`src/rtl/host_serial_defines.vh`:
```
`ifndef HOST_SERIAL_DEFINES_VH
`define HOST_SERIAL_DEFINES_VH

// clock and bit rate limits
`define HSP_CLK_HZ 32'h01312d00
`define HSP_BAUD_MAX 32'h000e1000
`define HSP_BAUD_MIN 32'h000004b0
`define HSP_DIV_MIN ((`HSP_CLK_HZ) / (`HSP_BAUD_MAX))
`define HSP_DIV_MAX ((`HSP_CLK_HZ) / (`HSP_BAUD_MIN))
`define HSP_DIV_RESET 16'h0000

// register byte addresses
`define HSP_ADDR_CFG 8'h00
`define HSP_ADDR_DIV 8'h04
`define HSP_ADDR_TXDATA 8'h08
`define HSP_ADDR_RXDATA 8'h0c
`define HSP_ADDR_STATUS 8'h10
`define HSP_ADDR_CTRL 8'h14

// configuration fields
`define HSP_CFG_PAR_EN 0
`define HSP_CFG_PAR_ODD 1
`define HSP_CFG_TWO_STOP 2
`define HSP_CFG_FLOW_EN 3
`define HSP_CFG_RING_MON 4
`define HSP_CFG_HIGH_SPEED 5
`define HSP_CFG_DSR_CMD 6
`define HSP_CFG_RESET 8'h00

// status fields
`define HSP_ST_TX_BUSY 0
`define HSP_ST_RX_VALID 1
`define HSP_ST_PAR_ERR 2
`define HSP_ST_FRAME_ERR 3
`define HSP_ST_OVERRUN 4
`define HSP_ST_CTS 5
`define HSP_ST_DSR 6
`define HSP_ST_RING 7
`define HSP_ST_DROP 8
`define HSP_ST_CMD 9
`define HSP_ST_LOADED 10

// control write fields
`define HSP_CTRL_CLR_ERR 0
`define HSP_CTRL_CLR_RING 1
`define HSP_CTRL_CLR_DSR 2
`define HSP_CTRL_RX_HOLD 3

// frame state codes and the last data bit index
`define HSP_S_IDLE 3'h0
`define HSP_S_START 3'h1
`define HSP_S_DATA 3'h2
`define HSP_S_PARITY 3'h3
`define HSP_S_STOP 3'h4
`define HSP_LAST_BIT 3'h7

`endif

```
`src/rtl/host_serial_port.v`:
```
// What this block does
// - transmit, receive and two handshake lines form a plain asynchronous serial port.
// - bit rate, parity none/even/odd, stop bits and flow control are configurable.
// - after power-up, settings come from external flash, not hardwired defaults.
// - both sides flow control via request/clear-to-send; stop sending when peer not ready.
// - request-to-send is an output, low meaning received data can be accepted.
// - ring indicator signals an incoming radio call or connection request.
// - a configurable mode keeps the ring indication monitored continuously.
// - in high speed mode, data-set-ready dropping ends the connection or requests command mode.
// - host transmit feeds device receive; device transmit feeds host receive.
// - data-terminal-ready output, active low, shares general purpose line three.
// - bit rates from 1200 up to 921600 baud are selectable.
//
// Added by the designer: the register addresses and strobed register access.
`timescale 1ns/1ps
`include "host_serial_defines.vh"
module host_serial_port (
	input wire ref_clk,
	input wire resetn,
	input wire [7:0] regAddr,
	input wire [31:0] regWrData,
	input wire regWr,
	input wire regRd,
	output reg [31:0] regRdData_q,
	input wire serialRxd,
	output wire serialTxd,
	input wire ctsN,
	output reg rtsN_q,
	input wire dsrN,
	output reg generalLineThreeN_q,
	output reg incomingCallIndicatorN_q,
	input wire radioIncoming,
	input wire radioConnected,
	output reg dropConnection_q,
	output reg enterCommandMode_q,
	output reg cfgLoadReq_q,
	input wire cfgLoadValid,
	input wire [7:0] cfgLoadCfg,
	input wire [15:0] cfgLoadDivisor
);
	wire [31:0] divMinFull = `HSP_DIV_MIN;
	wire [31:0] divMaxFull = `HSP_DIV_MAX;
	wire [15:0] divMin = divMinFull[15:0];
	wire [15:0] divMax = divMaxFull[15:0];

	reg [7:0] cfg_q;
	reg [15:0] div_q;
	reg loaded_q;
	reg rxHold_q;
	reg [7:0] txHold_q;
	reg txPend_q;
	reg [7:0] rxData_q;
	reg rxValid_q;
	reg parErr_q;
	reg frameErr_q;
	reg overrun_q;
	reg ringPending_q;
	reg dropSeen_q;
	reg cmdSeen_q;

	// pin synchronisers: first stage read only by the second
	// reset to the idle levels so release gives no false edge
	reg rxdMeta_q;
	reg rxdSync_q;
	reg ctsMeta_q;
	reg ctsSync_q;
	reg dsrMeta_q;
	reg dsrSync_q;
	reg dsrPrev_q;

	always @(posedge ref_clk or negedge resetn) begin
		if (!resetn) begin
			rxdMeta_q <= 1'b1;
			rxdSync_q <= 1'b1;
			ctsMeta_q <= 1'b1;
			ctsSync_q <= 1'b1;
			dsrMeta_q <= 1'b1;
			dsrSync_q <= 1'b1;
			dsrPrev_q <= 1'b1;
		end else begin
			rxdMeta_q <= serialRxd;
			rxdSync_q <= rxdMeta_q;
			ctsMeta_q <= ctsN;
			ctsSync_q <= ctsMeta_q;
			dsrMeta_q <= dsrN;
			dsrSync_q <= dsrMeta_q;
			dsrPrev_q <= dsrSync_q;
		end
	end

	// an out of range divisor snaps to the nearest legal bit rate
	function [15:0] clampDiv;
		input [15:0] d;
		input [15:0] lo;
		input [15:0] hi;
		begin
			if (d < lo)
				clampDiv = lo;
			else if (d > hi)
				clampDiv = hi;
			else
				clampDiv = d;
		end
	endfunction

	wire parityEn = cfg_q[`HSP_CFG_PAR_EN];
	wire parityOdd = cfg_q[`HSP_CFG_PAR_ODD];
	wire twoStop = cfg_q[`HSP_CFG_TWO_STOP];
	wire flowEn = cfg_q[`HSP_CFG_FLOW_EN];
	wire ringMon = cfg_q[`HSP_CFG_RING_MON];
	wire highSpeed = cfg_q[`HSP_CFG_HIGH_SPEED];
	wire dsrToCmd = cfg_q[`HSP_CFG_DSR_CMD];

	wire txBusy;
	// a frame already on the wire finishes even if the peer pauses
	wire ctsPermit = !flowEn || !ctsSync_q;
	wire txStart = loaded_q && txPend_q && !txBusy && ctsPermit;

	serial_tx txUnit (
		.ref_clk(ref_clk),
		.resetn(resetn),
		.divisor(div_q),
		.parityEn(parityEn),
		.parityOdd(parityOdd),
		.twoStop(twoStop),
		.start(txStart),
		.data(txHold_q),
		.txd_q(serialTxd),
		.busy(txBusy)
	);

	wire [7:0] rxByte;
	wire rxDone;
	wire rxParErr;
	wire rxFrameErr;

	// receive waits for the flash image so the bit rate is known
	serial_rx rxUnit (
		.ref_clk(ref_clk),
		.resetn(resetn),
		.enable(loaded_q),
		.divisor(div_q),
		.parityEn(parityEn),
		.parityOdd(parityOdd),
		.rxd(rxdSync_q),
		.data_q(rxByte),
		.done_q(rxDone),
		.parityErr_q(rxParErr),
		.frameErr_q(rxFrameErr)
	);

	// before the flash image lands only control writes act
	wire wrCfg = regWr && loaded_q && (regAddr == `HSP_ADDR_CFG);
	wire wrDiv = regWr && loaded_q && (regAddr == `HSP_ADDR_DIV);
	wire wrTx = regWr && loaded_q && (regAddr == `HSP_ADDR_TXDATA);
	wire wrCtrl = regWr && (regAddr == `HSP_ADDR_CTRL);
	wire rdRx = regRd && (regAddr == `HSP_ADDR_RXDATA);
	wire clrErr = wrCtrl && regWrData[`HSP_CTRL_CLR_ERR];
	wire clrRing = wrCtrl && regWrData[`HSP_CTRL_CLR_RING];
	wire clrDsr = wrCtrl && regWrData[`HSP_CTRL_CLR_DSR];

	// host releasing its terminal-ready while the link runs fast
	wire dsrDrop = loaded_q && highSpeed && !dsrPrev_q && dsrSync_q;

	// configuration: flash image first, software may retune afterwards
	always @(posedge ref_clk or negedge resetn) begin
		if (!resetn) begin
			cfg_q <= `HSP_CFG_RESET;
			div_q <= `HSP_DIV_RESET;
			loaded_q <= 1'b0;
			cfgLoadReq_q <= 1'b1;
			rxHold_q <= 1'b0;
		end else begin
			if (cfgLoadReq_q && cfgLoadValid) begin
				cfg_q <= cfgLoadCfg;
				div_q <= clampDiv(cfgLoadDivisor, divMin, divMax);
				loaded_q <= 1'b1;
				cfgLoadReq_q <= 1'b0;
			end
			// a software cfg or divisor write in the load cycle is ignored, loaded_q is still low
			if (wrCfg)
				cfg_q <= regWrData[7:0];
			if (wrDiv)
				div_q <= clampDiv(regWrData[15:0], divMin, divMax);
			if (wrCtrl)
				rxHold_q <= regWrData[`HSP_CTRL_RX_HOLD];
		end
	end

	// transmit holding byte; a write while one waits is dropped
	always @(posedge ref_clk or negedge resetn) begin
		if (!resetn) begin
			txHold_q <= 8'h00;
			txPend_q <= 1'b0;
		end else if (txStart) begin
			txPend_q <= 1'b0;
		end else if (wrTx && !txPend_q) begin
			txHold_q <= regWrData[7:0];
			txPend_q <= 1'b1;
		end
	end

	// receive holding byte and sticky error flags, set wins over clear
	always @(posedge ref_clk or negedge resetn) begin
		if (!resetn) begin
			rxData_q <= 8'h00;
			rxValid_q <= 1'b0;
			parErr_q <= 1'b0;
			frameErr_q <= 1'b0;
			overrun_q <= 1'b0;
		end else begin
			if (rxDone && (!rxValid_q || rdRx)) begin
				rxData_q <= rxByte;
				rxValid_q <= 1'b1;
			end else if (rdRx) begin
				rxValid_q <= 1'b0;
			end
			if (rxDone && rxParErr)
				parErr_q <= 1'b1;
			else if (clrErr)
				parErr_q <= 1'b0;
			if (rxDone && rxFrameErr)
				frameErr_q <= 1'b1;
			else if (clrErr)
				frameErr_q <= 1'b0;
			// a byte arriving while one waits unread is lost, the old one kept
			if (rxDone && rxValid_q && !rdRx)
				overrun_q <= 1'b1;
			else if (clrErr)
				overrun_q <= 1'b0;
		end
	end

	// handshake, ring and connection lines
	always @(posedge ref_clk or negedge resetn) begin
		if (!resetn) begin
			rtsN_q <= 1'b1;
			generalLineThreeN_q <= 1'b1;
			incomingCallIndicatorN_q <= 1'b1;
			ringPending_q <= 1'b0;
			dropSeen_q <= 1'b0;
			cmdSeen_q <= 1'b0;
			dropConnection_q <= 1'b0;
			enterCommandMode_q <= 1'b0;
		end else begin
			// ready only with the holding byte free; without flow control stay asserted
			rtsN_q <= !(loaded_q && (!flowEn || (!rxValid_q && !rxHold_q)));
			generalLineThreeN_q <= !(loaded_q && radioConnected);
			if (ringMon && radioIncoming)
				ringPending_q <= 1'b1;
			else if (clrRing || !ringMon)
				ringPending_q <= 1'b0;
			incomingCallIndicatorN_q <= !(loaded_q && (radioIncoming || ringPending_q));
			// one cycle pulses; sticky copies let software see them later
			dropConnection_q <= dsrDrop && !dsrToCmd;
			enterCommandMode_q <= dsrDrop && dsrToCmd;
			if (dsrDrop && !dsrToCmd)
				dropSeen_q <= 1'b1;
			else if (clrDsr)
				dropSeen_q <= 1'b0;
			if (dsrDrop && dsrToCmd)
				cmdSeen_q <= 1'b1;
			else if (clrDsr)
				cmdSeen_q <= 1'b0;
		end
	end

	// sticky bits clear through the control register; the ring bit also clears when ring monitoring is off
	reg [31:0] statusWord;
	always @* begin
		statusWord = 32'h00000000;
		statusWord[`HSP_ST_TX_BUSY] = txPend_q || txBusy;
		statusWord[`HSP_ST_RX_VALID] = rxValid_q;
		statusWord[`HSP_ST_PAR_ERR] = parErr_q;
		statusWord[`HSP_ST_FRAME_ERR] = frameErr_q;
		statusWord[`HSP_ST_OVERRUN] = overrun_q;
		statusWord[`HSP_ST_CTS] = !ctsSync_q;
		statusWord[`HSP_ST_DSR] = !dsrSync_q;
		statusWord[`HSP_ST_RING] = ringPending_q;
		statusWord[`HSP_ST_DROP] = dropSeen_q;
		statusWord[`HSP_ST_CMD] = cmdSeen_q;
		statusWord[`HSP_ST_LOADED] = loaded_q;
	end

	// read data stands only in the cycle after the strobe
	always @(posedge ref_clk or negedge resetn) begin
		if (!resetn) begin
			regRdData_q <= 32'h00000000;
		end else if (regRd) begin
			case (regAddr)
				`HSP_ADDR_CFG: regRdData_q <= {24'h000000, cfg_q};
				`HSP_ADDR_DIV: regRdData_q <= {16'h0000, div_q};
				`HSP_ADDR_RXDATA: regRdData_q <= {24'h000000, rxData_q};
				`HSP_ADDR_STATUS: regRdData_q <= statusWord;
				`HSP_ADDR_CTRL: regRdData_q <= {28'h0000000, rxHold_q, 3'h0};
				default: regRdData_q <= 32'h00000000;
			endcase
		end else begin
			regRdData_q <= 32'h00000000;
		end
	end
endmodule

```
`src/rtl/serial_tx.v`:
```
`timescale 1ns/1ps
`include "host_serial_defines.vh"
module serial_tx (
	input wire ref_clk,
	input wire resetn,
	input wire [15:0] divisor,
	input wire parityEn,
	input wire parityOdd,
	input wire twoStop,
	input wire start,
	input wire [7:0] data,
	output reg txd_q,
	output wire busy
);
	localparam IDLE = `HSP_S_IDLE;
	localparam START = `HSP_S_START;
	localparam DATA = `HSP_S_DATA;
	localparam PARITY = `HSP_S_PARITY;
	localparam STOP = `HSP_S_STOP;
	reg [2:0] state_q;
	reg [15:0] cnt_q;
	reg [2:0] bitIdx_q;
	reg [7:0] shift_q;
	reg par_q;
	reg stopLeft_q;
	wire tick = (cnt_q == 16'h0000);
	assign busy = (state_q != IDLE);
	always @(posedge ref_clk or negedge resetn) begin
		if (!resetn) begin
			state_q <= IDLE;
			cnt_q <= 16'h0000;
			bitIdx_q <= 3'h0;
			shift_q <= 8'h00;
			par_q <= 1'b0;
			stopLeft_q <= 1'b0;
			txd_q <= 1'b1;
		end else if (state_q == IDLE) begin
			txd_q <= 1'b1;
			if (start) begin
				shift_q <= data;
				par_q <= parityOdd;
				cnt_q <= divisor - 16'h0001;
				txd_q <= 1'b0;
				state_q <= START;
			end
		end else if (!tick) begin
			cnt_q <= cnt_q - 16'h0001;
		end else begin
			cnt_q <= divisor - 16'h0001;
			case (state_q)
				START: begin
					txd_q <= shift_q[0];
					par_q <= par_q ^ shift_q[0];
					shift_q <= {1'b0, shift_q[7:1]};
					bitIdx_q <= 3'h0;
					state_q <= DATA;
				end
				DATA: begin
					if (bitIdx_q == `HSP_LAST_BIT) begin
						stopLeft_q <= twoStop;
						if (parityEn) begin
							txd_q <= par_q;
							state_q <= PARITY;
						end else begin
							txd_q <= 1'b1;
							state_q <= STOP;
						end
					end else begin
						bitIdx_q <= bitIdx_q + 3'h1;
						txd_q <= shift_q[0];
						par_q <= par_q ^ shift_q[0];
						shift_q <= {1'b0, shift_q[7:1]};
					end
				end
				PARITY: begin
					txd_q <= 1'b1;
					state_q <= STOP;
				end
				STOP: begin
					if (stopLeft_q)
						stopLeft_q <= 1'b0;
					else
						state_q <= IDLE;
				end
				default: state_q <= IDLE;
			endcase
		end
	end
endmodule

```
`src/rtl/serial_rx.v`:
```
`timescale 1ns/1ps
`include "host_serial_defines.vh"
module serial_rx (
	input wire ref_clk,
	input wire resetn,
	input wire enable,
	input wire [15:0] divisor,
	input wire parityEn,
	input wire parityOdd,
	input wire rxd,
	output reg [7:0] data_q,
	output reg done_q,
	output reg parityErr_q,
	output reg frameErr_q
);
	localparam IDLE = `HSP_S_IDLE;
	localparam START = `HSP_S_START;
	localparam DATA = `HSP_S_DATA;
	localparam PARITY = `HSP_S_PARITY;
	localparam STOP = `HSP_S_STOP;
	reg [2:0] state_q;
	reg [15:0] cnt_q;
	reg [2:0] bitIdx_q;
	reg [7:0] shift_q;
	reg par_q;
	reg parBad_q;
	wire tick = (cnt_q == 16'h0000);
	always @(posedge ref_clk or negedge resetn) begin
		if (!resetn) begin
			state_q <= IDLE;
			cnt_q <= 16'h0000;
			bitIdx_q <= 3'h0;
			shift_q <= 8'h00;
			par_q <= 1'b0;
			parBad_q <= 1'b0;
			data_q <= 8'h00;
			done_q <= 1'b0;
			parityErr_q <= 1'b0;
			frameErr_q <= 1'b0;
		end else begin
			done_q <= 1'b0;
			if (state_q == IDLE) begin
				// half a bit to land mid start bit
				if (enable && !rxd) begin
					cnt_q <= {1'b0, divisor[15:1]};
					state_q <= START;
				end
			end else if (!tick) begin
				cnt_q <= cnt_q - 16'h0001;
			end else begin
				cnt_q <= divisor - 16'h0001;
				case (state_q)
					START: begin
						// a short low glitch is not a frame
						if (rxd)
							state_q <= IDLE;
						else begin
							bitIdx_q <= 3'h0;
							par_q <= parityOdd;
							parBad_q <= 1'b0;
							state_q <= DATA;
						end
					end
					DATA: begin
						shift_q <= {rxd, shift_q[7:1]};
						par_q <= par_q ^ rxd;
						bitIdx_q <= bitIdx_q + 3'h1;
						if (bitIdx_q == `HSP_LAST_BIT)
							state_q <= parityEn ? PARITY : STOP;
					end
					PARITY: begin
						parBad_q <= (rxd != par_q);
						state_q <= STOP;
					end
					STOP: begin
						// only the first stop bit is checked so back-to-back frames resync
						data_q <= shift_q;
						done_q <= 1'b1;
						parityErr_q <= parBad_q;
						frameErr_q <= !rxd;
						state_q <= IDLE;
					end
					default: state_q <= IDLE;
				endcase
			end
		end
	end
endmodule

```
`config.mk`:
```
export PLATFORM = sky130hd
export DESIGN_NAME = host_serial_port
export DESIGN_NICKNAME = d
export VERILOG_FILES = /design/src/rtl/host_serial_port.v /design/src/rtl/serial_tx.v /design/src/rtl/serial_rx.v
export VERILOG_INCLUDE_DIRS = /design/src /design/src/rtl
export SDC_FILE = /design/constraint.sdc
export NUM_CORES = 1
export LEC_CHECK = 0
export BUFFER_PORTS_ARGS = -buffer_cell sky130_fd_sc_hd__buf_2
export CELL_PAD_IN_SITES_DETAIL_PLACEMENT = 1
export CELL_PAD_IN_SITES_GLOBAL_PLACEMENT = 2
export CORE_ASPECT_RATIO = 0.9
export CORE_MARGIN = 3
export CORE_UTILIZATION = 37
export DETAILED_ROUTE_END_ITERATION = 7
export PLACE_DENSITY = 0.77
export REMOVE_ABC_BUFFERS = 1
export SYNTH_ARGS = -nofsm -noshare
export SYNTH_HDL_FRONTEND = slang
export SYNTH_HIERARCHICAL = 1
export SYNTH_SLANG_ARGS = --single-unit
```
`constraint.sdc`:
```
create_clock -name ref_clk -period 3.15 [get_ports ref_clk]
set_clock_uncertainty 0.15 [all_clocks]
set_input_delay 0.63 -clock ref_clk [delete_from_list [all_inputs] [get_ports ref_clk]]
set_output_delay 0.63 -clock ref_clk [all_outputs]
set_load 0.01 [all_outputs]
```
==> summary.md <==
| Metric | Value |
|---|---|
| Status | `completed` |
| First-pass GRT wire length | `43600 um` |
| Initial antenna violation count | `2` |
| CTS Buf Count | `17` |
| Post-DP HPWL | `20200 um` |
| Post-DR wirelength/cell | `21.3 um` |
| Seq/Total Area, Yosys | `45.7%` |
| Setup violators final | `0` |
| Internal Power | `3.13 mW` |
| Nets | `1071` |
| Area of the multi-input gates | `0.00425 mm2` |
| RSZ-0062 raised after global routing | `no` |
| Reg area | `0.00389 mm2` |
| Post-Route WL | `27700 um` |
| GP Congestion | `0.842` |
| Starting Density | `37.7%` |
| Setup crit end kind | `flop` |
| Antenna fix cells | `0` |
| Pwr dens | `432 mW/mm2` |
| Final core utilization | `44.3%` |
| Sequential Power Share | `46.3%` |
| Count of different cell masters after synthesis | `88` |
| Rows | `52` |
| Post-synth EDFFs | `0` |
| Worst EP required | `3.32 ns` |
| TritonCTS clock tree | `yes` |
| Final WS setup | `0.236 ns` |
| Via-per-instance ratio | `5.76` |
| Die Ht | `150 um` |
| Fillers | `2598` |
| Synth warnings | `6` |
| Routed Antenna Nets | `0` |
| Pin count of the biggest net entering global routing | `55` |
| Ys async rst share | `100%` |
| Boundary Pins | `113` |
| Share of cells above drive strength 1 | `24.1%` |
| Vias in the first global route | `7463` |
| Power Total | `4.32 mW` |
| Crit path DAT | `3.09 ns` |
| Fmax | `0.343 GHz` |
| Worst Tran Pin Value | `1.02 ns` |
| Overflow left after global routing | `0` |
| Switching portion of total power | `27.5%` |
| Setup total negative slack | `0 ns` |
| Post-CTS Hold Fix Bufs | `0` |
| CTS root buffer | `clkbuf_16` |
| DR pass1 iterations | `5` |
| Top FF cell, synth | `dfrtp_1` |
| Leakage power | `4.77 nW` |
| Net Sw Power | `1.19 mW` |
| Syn_area_per_cell | `9.56 um2` |
| Clock latency on the worst-skew pair | `0.45 ns` |
| Die ar. | `0.0249 mm2` |
| Max-slew violation count | `0` |
| Maxcap violations | `0` |
| Via Count | `7481` |
| Commonest non-fill, non-tap cell in the layout | `dfrtp_1` |
| Combinational Power Share | `3.7%` |
| # port buffers | `80` |
| Worst vdd ir | `315 uV` |
| Seq cells post-synth | `155` |
| CTS Sinks | `155` |
| Synth Cell Area | `0.00852 mm2` |
| Clock Path Buffers | `2` |
| Total track usage | `22.3%` |
| Clk slew on worst S/H paths | `0.08 ns` |
| Die width | `166 um` |
| Slew margin rel. | `31.7%` |
| Startpoint types | `flop` |
| DRC | `0` |
| Synth Instances | `891` |
| Core Region | `0.0226 mm2` |
| Final min period | `2.91 ns` |
| Syn-to-layout area delta | `17.4%` |
| Hold WC Path Type | `in -> async` |
| # H-tree levels | `4` |
| Final Hold Viols | `0` |
| Iteration-0 DRC Markers | `531` |
| Placement Setup Slack | `0.211 ns` |
| Crit share post-route | `92.5%` |
| Setup CP Type | `reg -> reg` |
| Clock share of power | `50.0%` |
| Crit Path Max Fanout | `12` |
| Commonest cells after routing, fill and taps aside | `dfrtp_1 (143), nand2_1 (94), buf_2 (79), nor2_1 (67), a21oi_1 (49)` |
## synth_stat cells, types with 5 or more instances
master | number | share of area, %
dfrtp_1 | 143 | 42
nand2_1 | 94 | 4.1
nor2_1 | 67 | 3.0
a21oi_1 | 49 | 2.9
o21ai_0 | 47 | 2.8
nor3_1 | 37 | 2.2
clkbuf_1 | 29 | 1.3
mux2_2 | 27 | 3.6
a31oi_1 | 26 | 1.9
inv_1 | 23 | 1.0
nor4_1 | 20 | 1.5
buf_4 | 19 | 1.7
and3_1 | 18 | 1.3
nand3_1 | 16 | 0.94
or3_1 | 14 | 1.0
dfstp_2 | 12 | 3.7
nand2b_1 | 12 | 0.88
nand4_1 | 12 | 0.88
xnor2_1 | 11 | 1.1
and2_1 | 10 | 0.73
o31ai_1 | 10 | 0.88
o221ai_1 | 9 | 0.93
ha_1 | 8 | 1.2
o211ai_1 | 8 | 0.70
or4_1 | 8 | 0.70
a21boi_0 | 7 | 0.62
a21o_1 | 7 | 0.62
xor2_1 | 7 | 0.72
a221o_2 | 6 | 0.79
a222oi_1 | 6 | 0.70
buf_2 | 6 | 0.35
mux2_4 | 6 | 1.1
mux2i_1 | 6 | 0.70
or2_2 | 6 | 0.44
a211oi_1 | 5 | 0.44
a22o_1 | 5 | 0.51
## through the flow
stage	instance area [um2]	std cells	hold WS [ns]
after detailed placement	9380	1267	0.198
final	10000	1299	0.0219
after CTS	10000	1299	0.0288
after global routing	10000	1299	0.0428
after floorplan	8220	843	0.184
after global placement	9380	1267	0.196
## path summary, 6_finish.rpt
check	start	cells past startpoint	endpoint	slack [ns]
setup / recovery	rxUnit/cnt_q[8]	7	rxUnit/cnt_q[13]	0.24
hold / removal	resetn	1	txUnit/cnt_q[15]	0.02
setup reg to reg	rxUnit/cnt_q[8]	7	rxUnit/cnt_q[13]	0.24
hold reg to reg	ctsMeta_q	0	ctsSync_q	0.20
max in group asynchronous	resetn	2	rxUnit/bitIdx_q[1]	2.09
min in group ref_clk	dsrN	1	dsrMeta_q	0.13
## worst max-delay path, stage by stage, from the launching register on
cell and delay [ns]:
dfrtp_1 0.46, nor4_1 0.51, and3b_2 0.42, nand4_1 0.12, a2111oi_0 0.69, buf_4 0.22, mux2i_1 0.17, nor2_1 0.06
## metal layers
layer | GRT usage (%) | routed length (um) | vias to the layer above
met3 | 4.17 | 1350 | 30
met1 | 32.3 | 13500 | 3769
met2 | 34.6 | 12400 | 210
met5 | 0 | 7 | -
li1 | - | - | 3470
met4 | 5.16 | 442 | 2
## power by group through the flow
stage	Sequential [mW]	Clock, mW	Combinational (mW)
6_report	2.00	2.16	0.159
5_1_grt	2.00	2.29	0.177
4_1_cts	2.00	2.21	0.162
3_5_place_dp	2.04	0	0.160
3_3_place_gp	2.04	0	0.160
2_1_floorplan	2.04	0	0.0343
## area by class of cell
type                       count  area share [%]
clock buffer                  17            4.25
clock inverter                15            1.95
inverter                      24           0.900
multi-input combinational    664            42.4
sequential                   155            38.9
tap                          297            3.71
timing repair buffer         127            7.84
## sequential cells by signal (all words and copies together) (netlist names), 8 cells and up
register        flops
div_q              16
regRdData_q        16
rxUnit/data_q       8
rxUnit/cnt_q       16
rxUnit/shift_q      8
txUnit/cnt_q       16
cfg_q               8
rxData_q            8
txHold_q            8
txUnit/shift_q      8
## repair_timing
| action | CTS | global route |
|---|---|---|
| endpoints found under the setup margin | 0 | 1 |
| buffers inserted | 0 | 0 |
| gates resized for setup | 0 | 2 |
## logic make-up after synthesis
family | count (synthesis) | synth area share (%)
simple gates | 348 | 21.2
xor+xnor | 18 | 1.85
other cells | 1 | 0.0440
buf+inv | 87 | 5.23
flops | 155 | 45.7
compound gates | 234 | 19.4
mux | 40 | 5.46
fa+ha+maj | 8 | 1.17
Note: power is estimated with default switching activity, not from simulation.
